$ cat src/cief_regs.vh
`ifndef CIEF_REGS_VH
`define CIEF_REGS_VH
// apb byte offsets
`define CIEF_OFF_CONTROL 12'h000
`define CIEF_OFF_PERIPH_EN 12'h004
`define CIEF_OFF_PERIPH_REQ 12'h008
`define CIEF_OFF_STATUS 12'h00c
// control register field positions
`define CIEF_GLOBAL_EN_BIT 7
`define CIEF_PERIPH_IRQ_EN_BIT 6
`define CIEF_T0IE_BIT 5
`define CIEF_EXTIE_BIT 4
`define CIEF_PCIE_BIT 3
`define CIEF_T0IF_BIT 2
`define CIEF_EXTIF_BIT 1
`define CIEF_PCIF_BIT 0
// peripheral enable field positions
`define CIEF_SRX_BIT 5
`define CIEF_STX_BIT 4
`define CIEF_SYNC_SERIAL_BIT 3
// reset values
`define CIEF_CONTROL_RST 8'h00
`define CIEF_PERIPH_EN_RST 8'h00
// core vector and latency
`define CIEF_VECTOR 13'h0004
`define CIEF_LATENCY_CYC 2'h3
`endif

$ cat src/cief_top.v
// Contract
// - flags set on source events regardless of any enable (pin change flag here also needs its per_pin_change_mask bit)
// - control register fully readable and writable
// - bit 7 global enable gates every interrupt
// - bit 6 peripheral enable gates peripheral-register sources
// - bit 5 enables timer0 overflow interrupt
// - bit 4 enables external pin interrupt
// - bit 3 enables pin change; per-pin mask also required
// - bit 2 timer0 overflow flag, set on rollover, software clears
// - bit 1 external pin flag, set on valid edge, software clears
// - bit 0 pin change flag, set on enabled pin change, reset unknown
// - peripheral enable register holds eight read/write enables
// - peripheral bit 5 gates serial receive interrupt
// - peripheral bit 4 gates serial transmit interrupt
// - peripheral bit 3 gates synchronous serial interrupt
// - taking an interrupt flushes, clears global enable, pushes pc, vectors 0004h
// - return from interrupt pops address and sets global enable
// - external edge select: one rising, zero falling
// - event to vector latency is three instruction cycles
//
// Our own choices: the register offsets and the APB register port.
`include "cief_regs.vh"
module cief_top (
  input wire ref_clk,
  input wire reset,
  input wire psel,
  input wire penable,
  input wire pwrite,
  input wire [11:0] paddr,
  input wire [31:0] pwdata,
  input wire [3:0] pstrb,
  output reg [31:0] prdata,
  output reg pready,
  output reg pslverr,
  input wire timer0_rollover,
  input wire ext_irq_pin,
  input wire ext_edge_select,
  input wire [7:0] port_pins,
  input wire [7:0] per_pin_change_mask,
  input wire [7:0] peripheral_interrupt_request,
  input wire instr_cycle,
  input wire return_from_irq,
  input wire [12:0] core_pc,
  output reg irq_request,
  output reg flush_prefetch,
  output reg load_vector,
  output reg [12:0] next_pc_out
);
  reg [7:0] interrupt_control;
  reg [7:0] peripheral_interrupt_enable;
  reg ext_pin_q;
  reg [7:0] port_q;
  reg [1:0] lat_cnt;
  reg pending;
  wire [12:0] stack_top;
  wire wr_en;
  wire rd_en;
  wire ext_edge;
  wire pin_change;
  wire core_any;
  wire periph_any;
  wire req;
  wire take;
  wire byte0_wr;
  wire [7:0] ctl_wdata;
  localparam [7:0] CTL_RST = `CIEF_CONTROL_RST;
  assign wr_en = psel & penable & pwrite & ~pready;
  assign rd_en = psel & penable & ~pwrite & ~pready;
  assign byte0_wr = wr_en & pstrb[0];
  // valid edge chosen by edge select
  assign ext_edge = ext_edge_select ? (ext_irq_pin & ~ext_pin_q) : (~ext_irq_pin & ext_pin_q);
  assign pin_change = |((port_pins ^ port_q) & per_pin_change_mask);
  assign core_any = (interrupt_control[`CIEF_T0IE_BIT] & interrupt_control[`CIEF_T0IF_BIT])
    | (interrupt_control[`CIEF_EXTIE_BIT] & interrupt_control[`CIEF_EXTIF_BIT])
    | (interrupt_control[`CIEF_PCIE_BIT] & interrupt_control[`CIEF_PCIF_BIT]);
  // all eight enable/flag pairs, including serial rx/tx and sync serial
  assign periph_any = interrupt_control[`CIEF_PERIPH_IRQ_EN_BIT]
    & |(peripheral_interrupt_enable & peripheral_interrupt_request);
  assign req = interrupt_control[`CIEF_GLOBAL_EN_BIT] & (core_any | periph_any);
  assign take = pending & instr_cycle & (lat_cnt == `CIEF_LATENCY_CYC - 2'h1);
  assign ctl_wdata = pwdata[7:0];
  cief_stack u_stack (
    .ref_clk(ref_clk),
    .reset(reset),
    .push(take),
    .pop(return_from_irq & instr_cycle & ~take),
    .push_data(core_pc),
    .top_data(stack_top)
  );
  // control register: hardware set wins over a software clear in the same cycle
  always @(posedge ref_clk) begin
    if (reset) begin
      interrupt_control[7:1] <= CTL_RST[7:1];
    end else begin
      if (byte0_wr && paddr == `CIEF_OFF_CONTROL) begin
        interrupt_control[7:1] <= ctl_wdata[7:1];
      end
      if (take) begin
        interrupt_control[`CIEF_GLOBAL_EN_BIT] <= 1'b0;
      end else if (return_from_irq && instr_cycle) begin
        interrupt_control[`CIEF_GLOBAL_EN_BIT] <= 1'b1;
      end
      if (timer0_rollover) begin
        interrupt_control[`CIEF_T0IF_BIT] <= 1'b1;
      end
      if (ext_edge) begin
        interrupt_control[`CIEF_EXTIF_BIT] <= 1'b1;
      end
    end
  end
  // pin change flag keeps no reset value, as it powers up unknown
  always @(posedge ref_clk) begin
    if (pin_change) begin
      interrupt_control[`CIEF_PCIF_BIT] <= 1'b1;
    end else if (byte0_wr && paddr == `CIEF_OFF_CONTROL) begin
      interrupt_control[`CIEF_PCIF_BIT] <= ctl_wdata[`CIEF_PCIF_BIT];
    end
  end
  always @(posedge ref_clk) begin
    if (reset) begin
      peripheral_interrupt_enable <= `CIEF_PERIPH_EN_RST;
      ext_pin_q <= 1'b0;
      port_q <= 8'h00;
    end else begin
      if (byte0_wr && paddr == `CIEF_OFF_PERIPH_EN) begin
        peripheral_interrupt_enable <= ctl_wdata;
      end
      ext_pin_q <= ext_irq_pin;
      port_q <= port_pins;
    end
  end
  // latency: request seen, vector loaded after three instruction cycles
  always @(posedge ref_clk) begin
    if (reset) begin
      pending <= 1'b0;
      lat_cnt <= 2'h0;
      irq_request <= 1'b0;
      flush_prefetch <= 1'b0;
      load_vector <= 1'b0;
      next_pc_out <= 13'h0000;
    end else begin
      irq_request <= req;
      flush_prefetch <= 1'b0;
      load_vector <= 1'b0;
      if (take) begin
        pending <= 1'b0;
        lat_cnt <= 2'h0;
        flush_prefetch <= 1'b1;
        load_vector <= 1'b1;
        next_pc_out <= `CIEF_VECTOR;
      end else if (return_from_irq && instr_cycle) begin
        load_vector <= 1'b1;
        next_pc_out <= stack_top;
      end else if (!pending && req) begin
        pending <= 1'b1;
        lat_cnt <= 2'h0;
      end else if (pending && instr_cycle) begin
        lat_cnt <= lat_cnt + 2'h1;
      end
    end
  end
  // apb: one wait state, zero-wait would need combinational prdata
  always @(posedge ref_clk) begin
    if (reset) begin
      pready <= 1'b0;
      pslverr <= 1'b0;
      prdata <= 32'h00000000;
    end else begin
      pready <= psel & penable & ~pready;
      pslverr <= 1'b0;
      if (rd_en) begin
        case (paddr)
          `CIEF_OFF_CONTROL: prdata <= {24'h000000, interrupt_control};
          `CIEF_OFF_PERIPH_EN: prdata <= {24'h000000, peripheral_interrupt_enable};
          `CIEF_OFF_PERIPH_REQ: prdata <= {24'h000000, peripheral_interrupt_request};
          `CIEF_OFF_STATUS: prdata <= {29'h00000000, pending, req, core_any};
          default: begin
            prdata <= 32'h00000000;
            pslverr <= 1'b1;
          end
        endcase
      end else if (wr_en) begin
        case (paddr)
          `CIEF_OFF_CONTROL, `CIEF_OFF_PERIPH_EN: pslverr <= 1'b0;
          default: pslverr <= 1'b1;
        endcase
      end
    end
  end
endmodule // cief_top

$ cat src/cief_stack.v
// 8-level return address stack; read data registered
module cief_stack (
  input wire ref_clk,
  input wire reset,
  input wire push,
  input wire pop,
  input wire [12:0] push_data,
  output reg [12:0] top_data
);
  reg [12:0] mem [0:7];
  reg [2:0] ptr;
  wire [2:0] ptr_dec;
  wire [2:0] ptr_dec2;
  assign ptr_dec = ptr - 3'h1;
  // after a pop the top shows the entry beneath the one popped
  assign ptr_dec2 = ptr - 3'h2;
  always @(posedge ref_clk) begin
    if (reset) begin
      ptr <= 3'h0;
      top_data <= 13'h0000;
    end else if (push) begin
      mem[ptr] <= push_data;
      ptr <= ptr + 3'h1;
      top_data <= push_data;
    end else if (pop) begin
      ptr <= ptr_dec;
      top_data <= mem[ptr_dec2];
    end
  end
endmodule // cief_stack

$ cat config.mk
export PLATFORM = sky130hd
export DESIGN_NAME = cief_top
export DESIGN_NICKNAME = d
export VERILOG_FILES = /design/src/cief_top.v /design/src/cief_stack.v
export VERILOG_INCLUDE_DIRS = /design/src /design/src/src
export SDC_FILE = /design/constraint.sdc
export NUM_CORES = 1
export LEC_CHECK = 0
export BUFFER_PORTS_ARGS = -buffer_cell sky130_fd_sc_hd__buf_2
export CORE_MARGIN = 1.5
export CORE_UTILIZATION = 45
export CTS_CLUSTER_SIZE = 8
export DETAILED_ROUTE_END_ITERATION = 16
export PLACE_DENSITY_LB_ADDON = 0.08
export REMOVE_ABC_BUFFERS = 1
export SETUP_SLACK_MARGIN = 0.5
export SLEW_MARGIN = 20
export SYNTH_ARGS = -nofsm -noshare
export SYNTH_HDL_FRONTEND = slang
export SYNTH_SLANG_ARGS = --single-unit
$ cat constraint.sdc
create_clock -name ref_clk -period 2.42 [get_ports ref_clk]
set_input_delay 0.363 -clock ref_clk [delete_from_list [all_inputs] [get_ports ref_clk]]
set_output_delay 0.363 -clock ref_clk [all_outputs]
set_load 0.01 [all_outputs]
Word level (Yosys, flattened, before mapping). Memory sizes are Yosys's and may differ from the RTL's. Index checks and enable logic that the tools add are counted.

$add $sub $neg: 4. Eq/ne operators: 4. Mux-type cells: 23. Bitwise logic cells: 30. Reductions and logical operators: 20.

Operator list (number): one-hot mux 8 bit (4 select lines) (1); two-way mux 13 bit (2); equality test 12 x 4 -> 1 bit (second input constant) (2); bitwise AND 1 bit (18); bitwise AND 8 bit (2); OR reduction 8 bit (2); two-way mux 1 bit (13); equality test 12 x 3 -> 1 bit (second input constant) (1); zero test 12 bit (1); two-way mux 3 bit (4); nonzero test 2 bit (6); XOR 8 bit (1); two-way mux 7 bit (1); inverter 1 bit (6); logical AND 1 bit (5); two-way mux 2 bit (2); AND reduction 2 bit (2); OR reduction 2 bit (2); OR reduction 4 bit (1); adder 3 x 1 -> 3 bit (second input constant) (1); bitwise OR 1 bit (3); subtractor 3 x 1 -> 3 bit (second input constant) (1); subtractor 3 x 2 -> 3 bit (second input constant) (1); adder 2 x 1 -> 2 bit (second input constant) (1); other kinds (2) (2).

Bits in registers: 94. Bits in writable memories: 104. Input bits: 95. Output and inout port bits: 50. Memories kept: 1.

Memories: u_stack.mem (words 8, width 13, read ports 1, clocked after memory_dff 0, write ports 1, line cief_stack.v:10) `reg [12:0] mem [0:7];`.

Logic depth before layout (Yosys ltp).
Depth after elaboration: 8. Mapped depth: 9. Gate-level depth less buffers: 8.

Cells and area by module. Synthesis repeated with hierarchy kept, for this count alone.

Cells, all modules: 608. Area, all modules: 7469.7 sq um.

By module, submodules not included: cief_stack (instances 1, cells an instance 305, area an instance 4887.2 sq um); cief_top (instances 1, cells an instance 303, area an instance 2582.5 sq um).

Least setup slack after synthesis. No wires, ideal clock.

Kind: register to register. Start: register u_stack.ptr[1]. End: register u_stack.top_data[2]. Library setup time: 147 ps. Arrival: 1900 ps. Slack: 374 ps. Cell stages (with the launch flop): 10. Buffers on the path: 3. Period minus slack after synthesis: 2046 ps. Cells stage by stage: dfxtp_1 buf_6 buf_4 inv_1 ha_1 nor2b_1 clkbuf_1 a22oi_1 nand3_1 a311oi_2.

Longest elaborated chain between the ends: 4.

RTL lines: start: declaration (line cief_stack.v:11) `reg [2:0] ptr;`; start signal: assignment (line cief_stack.v:23) `ptr <= ptr + 3'h1;`; start signal: assignment (line cief_stack.v:26) `ptr <= ptr_dec;`; subtractor 3 x 2 -> 3 bit (line cief_stack.v:16) `assign ptr_dec2 = ptr - 3'h2;`; memory read (8 x 13 bit); two-way mux 13 bit (line cief_stack.v:25) `end else if (pop) begin`; two-way mux 13 bit (line cief_stack.v:21) `end else if (push) begin`; end signal: assignment (line cief_stack.v:24) `top_data <= push_data;`; end signal: assignment (line cief_stack.v:27) `top_data <= mem[ptr_dec2];`; end: declaration (line cief_stack.v:8) `output reg [12:0] top_data`.

Every way passes these cells. The select of a mux whose other input is x is not followed. A chain may end at the register's enable or synchronous reset.

Final worst setup path.
Start: register lat_cnt[0]. End: memory u_stack.mem[0][11], enable pin.

Longest elaborated chain between the ends: 5.

RTL lines: start: declaration (line cief_top.v:53) `reg [1:0] lat_cnt;`; start signal: assignment (line cief_top.v:158) `lat_cnt <= lat_cnt + 2'h1;`; equality test 2 bit (line cief_top.v:80) `` assign take = pending & instr_cycle & (lat_cnt == `CIEF_LATENCY_CYC - 2'h1); ``; bitwise AND 1 bit (line cief_top.v:80); two-way mux 1 bit (line cief_stack.v:21); two-way mux 1 bit; two-way mux 1 bit (not written as such) (line cief_stack.v:22) `mem[ptr] <= push_data;`; end: declaration (line cief_stack.v:10).

Every way passes these cells.

==> summary.txt <==
Setup path
  • CP arrival: 1.95 ns
  • Kind of critical path: reg -> reg
  • CP Max Fanout: 5
  • Worst Path Required: 2.56 ns
  • Reg2Reg Setup Slack: 0.61 ns
  • Worst Setup End Kind: flip-flop
  • Worst-path cell chain: inv_2 -> ha_4 -> nand3_4 -> buf_12 -> nor3_2 -> and2_1 -> buf_4
  • Crit path launch type: flip-flop
  • Critical Path Max Stage Delay: 0.33 ns
  • CP max-delay cell: dfxtp_1
  • CP bufs+invs: 3
  • Largest delay contributor family on the critical path: simple AND/OR/NAND/NOR gates

Final layout
  • Non-filler cells, final: 930
  • Fill count: 1429
  • Footprint of the multi-input gates: 2650 sq um
  • Ratio of cells with drive above 1 in the final layout: 25.5%
  • Fin area: 8740 sq um
  • Synth-to-layout area growth: 17.7%
  • Commonest non-fill, non-tap cell in the layout: edfxtp_1
  • # diodes: 0
  • Final core occ: 54.6%
  • FF+latch area: 4530 sq um
  • Commonest non-fill, non-tap cells in the layout: 104 x edfxtp_1, 93 x buf_2, 69 x dfxtp_1, 60 x mux2i_1, 58 x nand2_1
  • Fin nets: 802

Place
  • Pre-CTS setup slack: 0.340 ns
  • Post-Place Cell Area: 8050 sq um
  • Post-DP HPWL: 11100 um
  • Buffers on Ports: 93
  • Cells after DPL: 897
  • GPL Wtd Cong: 0.817

Clock tree
  • H-tree levels: 4
  • Max Root-Sink Buffers: 2
  • CTS sink cnt: 174
  • Clk_lat worst skew: 0.43 ns
  • CTS buffer count: 17
  • Clk root buf: clkbuf_16
  • CTS tree: yes
  • Clk slew on worst S/H paths: 0.07 ns

Floorplan
  • Cell Rows: 46
  • Initial Util: 46.4%
  • Core Region: 16000 sq um
  • Chip Height: 131 um
  • Io pins: 145
  • Die width: 131 um
  • Die area: 17300 sq um

Yosys
  • Synthesized instance count: 604
  • EDFF count, synth: 104
  • Synth warn: 0
  • Seq/Total Area, Yosys: 60.9%
  • Syn_area_per_cell: 12.3 sq um
  • Area of the mapped netlist: 7430 sq um
  • Cell variety after synth: 54
  • Primary FF master, synth: edfxtp_1
  • Ys async rst share: 0%
  • Yosys reg bits: 174

Pwr
  • Switching Fraction: 22.6%
  • Total Power: 6.47 mW
  • Lkg Pwr: 3.15 nW
  • Gate power share: 8.1%
  • Pint: 5.01 mW
  • Clk pwr share: 42.5%
  • Worst vdd ir: 475 uV
  • Sequential Power Share: 49.4%
  • Switching power: 1.46 mW
  • Pwr dens: 740 nW/um^2

Global route
  • Initial antenna violation count: 0
  • Largest net degree at the start of global routing: 52
  • Number of global-route vias before repair: 4971
  • Total GRT Usage: 20.1%
  • Grt ovf: 0
  • First-pass GRT wire length: 26700 um

Route
  • WL final: 16800 um
  • Via count: 4980
  • DR iter-0 viols: 356
  • DRT antenna net count: 0
  • Routed length per placed instance: 18.1 um
  • DRC viols: 0
  • Via density: 5.35
  • TritonRoute pass-1 iters: 5

Timing
  • Pins Over Slew Limit: 0
  • Final WS setup: 0.607 ns
  • Slew HR: 65.6%
  • Fin crit share: 74.9%
  • Final setup viols: 0
  • Worst-Margin Slew: 0.515 ns
  • Total Neg Setup Slack: 0 ns
  • Clock Skew: 0.0138 ns
  • WHS: 0.165 ns
  • RSZ-0062 raised after global routing: true
  • Final min period: 1.81 ns
  • Max frequency: 0.552 GHz
  • Final hold vios: 0

Min path
  • HP Class: in -> reg

Outcome
  • Status: finished, final reports clean

Job
  • Max_cap viols: 0
## cells by family after synthesis
group / synth area share, %
compound gates: 12.1
flops: 60.9
fa+ha+maj: 1.11
simple gates: 10.7
mux: 8.39
xor+xnor: 1.18
buf+inv: 5.57
other cells: 0.0505
## synth_stat cells, types with 3 or more instances
library cell | number | area [sq um]
a21oi_1 | 36 | 180
a22oi_1 | 30 | 225
a311oi_2 | 13 | 195
a31oi_1 | 3 | 18.8
and2_1 | 5 | 31.3
and3_1 | 5 | 31.3
and3b_1 | 3 | 26.3
buf_2 | 13 | 65.1
buf_4 | 28 | 210
buf_6 | 5 | 56.3
clkbuf_1 | 16 | 60.1
dfxtp_1 | 70 | 1400
edfxtp_1 | 104 | 3120
ha_1 | 5 | 62.6
inv_1 | 4 | 15.0
mux2i_1 | 60 | 601
nand2_1 | 58 | 218
nand3_1 | 31 | 155
nand4_1 | 10 | 62.6
nor2_1 | 27 | 101
nor2b_1 | 12 | 75.1
nor3_1 | 3 | 15.0
o21ai_0 | 4 | 20.0
o21ai_1 | 10 | 50.1
o2bb2ai_1 | 5 | 43.8
o31ai_1 | 3 | 22.5
xor2_1 | 8 | 70.1
## worst paths after layout
path / cells after the start / to / from
max: 7 / u_stack.mem[0][11] / lat_cnt[0]
min: 2 / port_q[3] / port_pins[3]
max reg2reg: 7 / u_stack.mem[0][11] / lat_cnt[0]
min reg2reg: 2 / next_pc_out[5] / next_pc_out[5]
## area by class of cell
type                            instances  share of cell area (%)
Sequential cell                       174                    51.8
Multi-Input combinational cell        385                    30.3
Timing Repair Buffer                  118                    7.80
Clock buffer                           18                    4.91
Tap cell                              216                    3.09
Clock inverter                         14                    1.92
Inverter                                5                   0.215
## state kept, by name, indices dropped and copies added (netlist names), 3 cells and up
register and cells:
u_stack.mem 104, next_pc_out 13, u_stack.top_data 13, interrupt_control 8, peripheral_interrupt_enable 8, port_q 8, prdata 8, u_stack.ptr 3
## layer usage
metal	vias up	share of wire, %	GRT usage [%]
li1	2403	-	-
met1	2414	46	26.7
met2	146	48	32.6
met3	17	4.7	4.71
met4	0	1.0	6.30
met5	-	0	0
## power by group through the flow
stage                     clock network [mW]  registers [mW]  logic, mW
after floorplan                            0            3.28      0.256
after global placement                     0            3.26      0.498
after detailed placement                   0            3.26      0.507
after CTS                               2.80            3.20      0.511
after global routing                    2.93            3.20      0.575
final                                   2.75            3.20      0.523
## what timing repair did
item	CTS	global route
setup buffers	1	0
resized for setup	12	11
hold buffers	0	0
pin swaps	0	1
setup endpoints to repair	92	41
(Power assumes the default switching activity.)
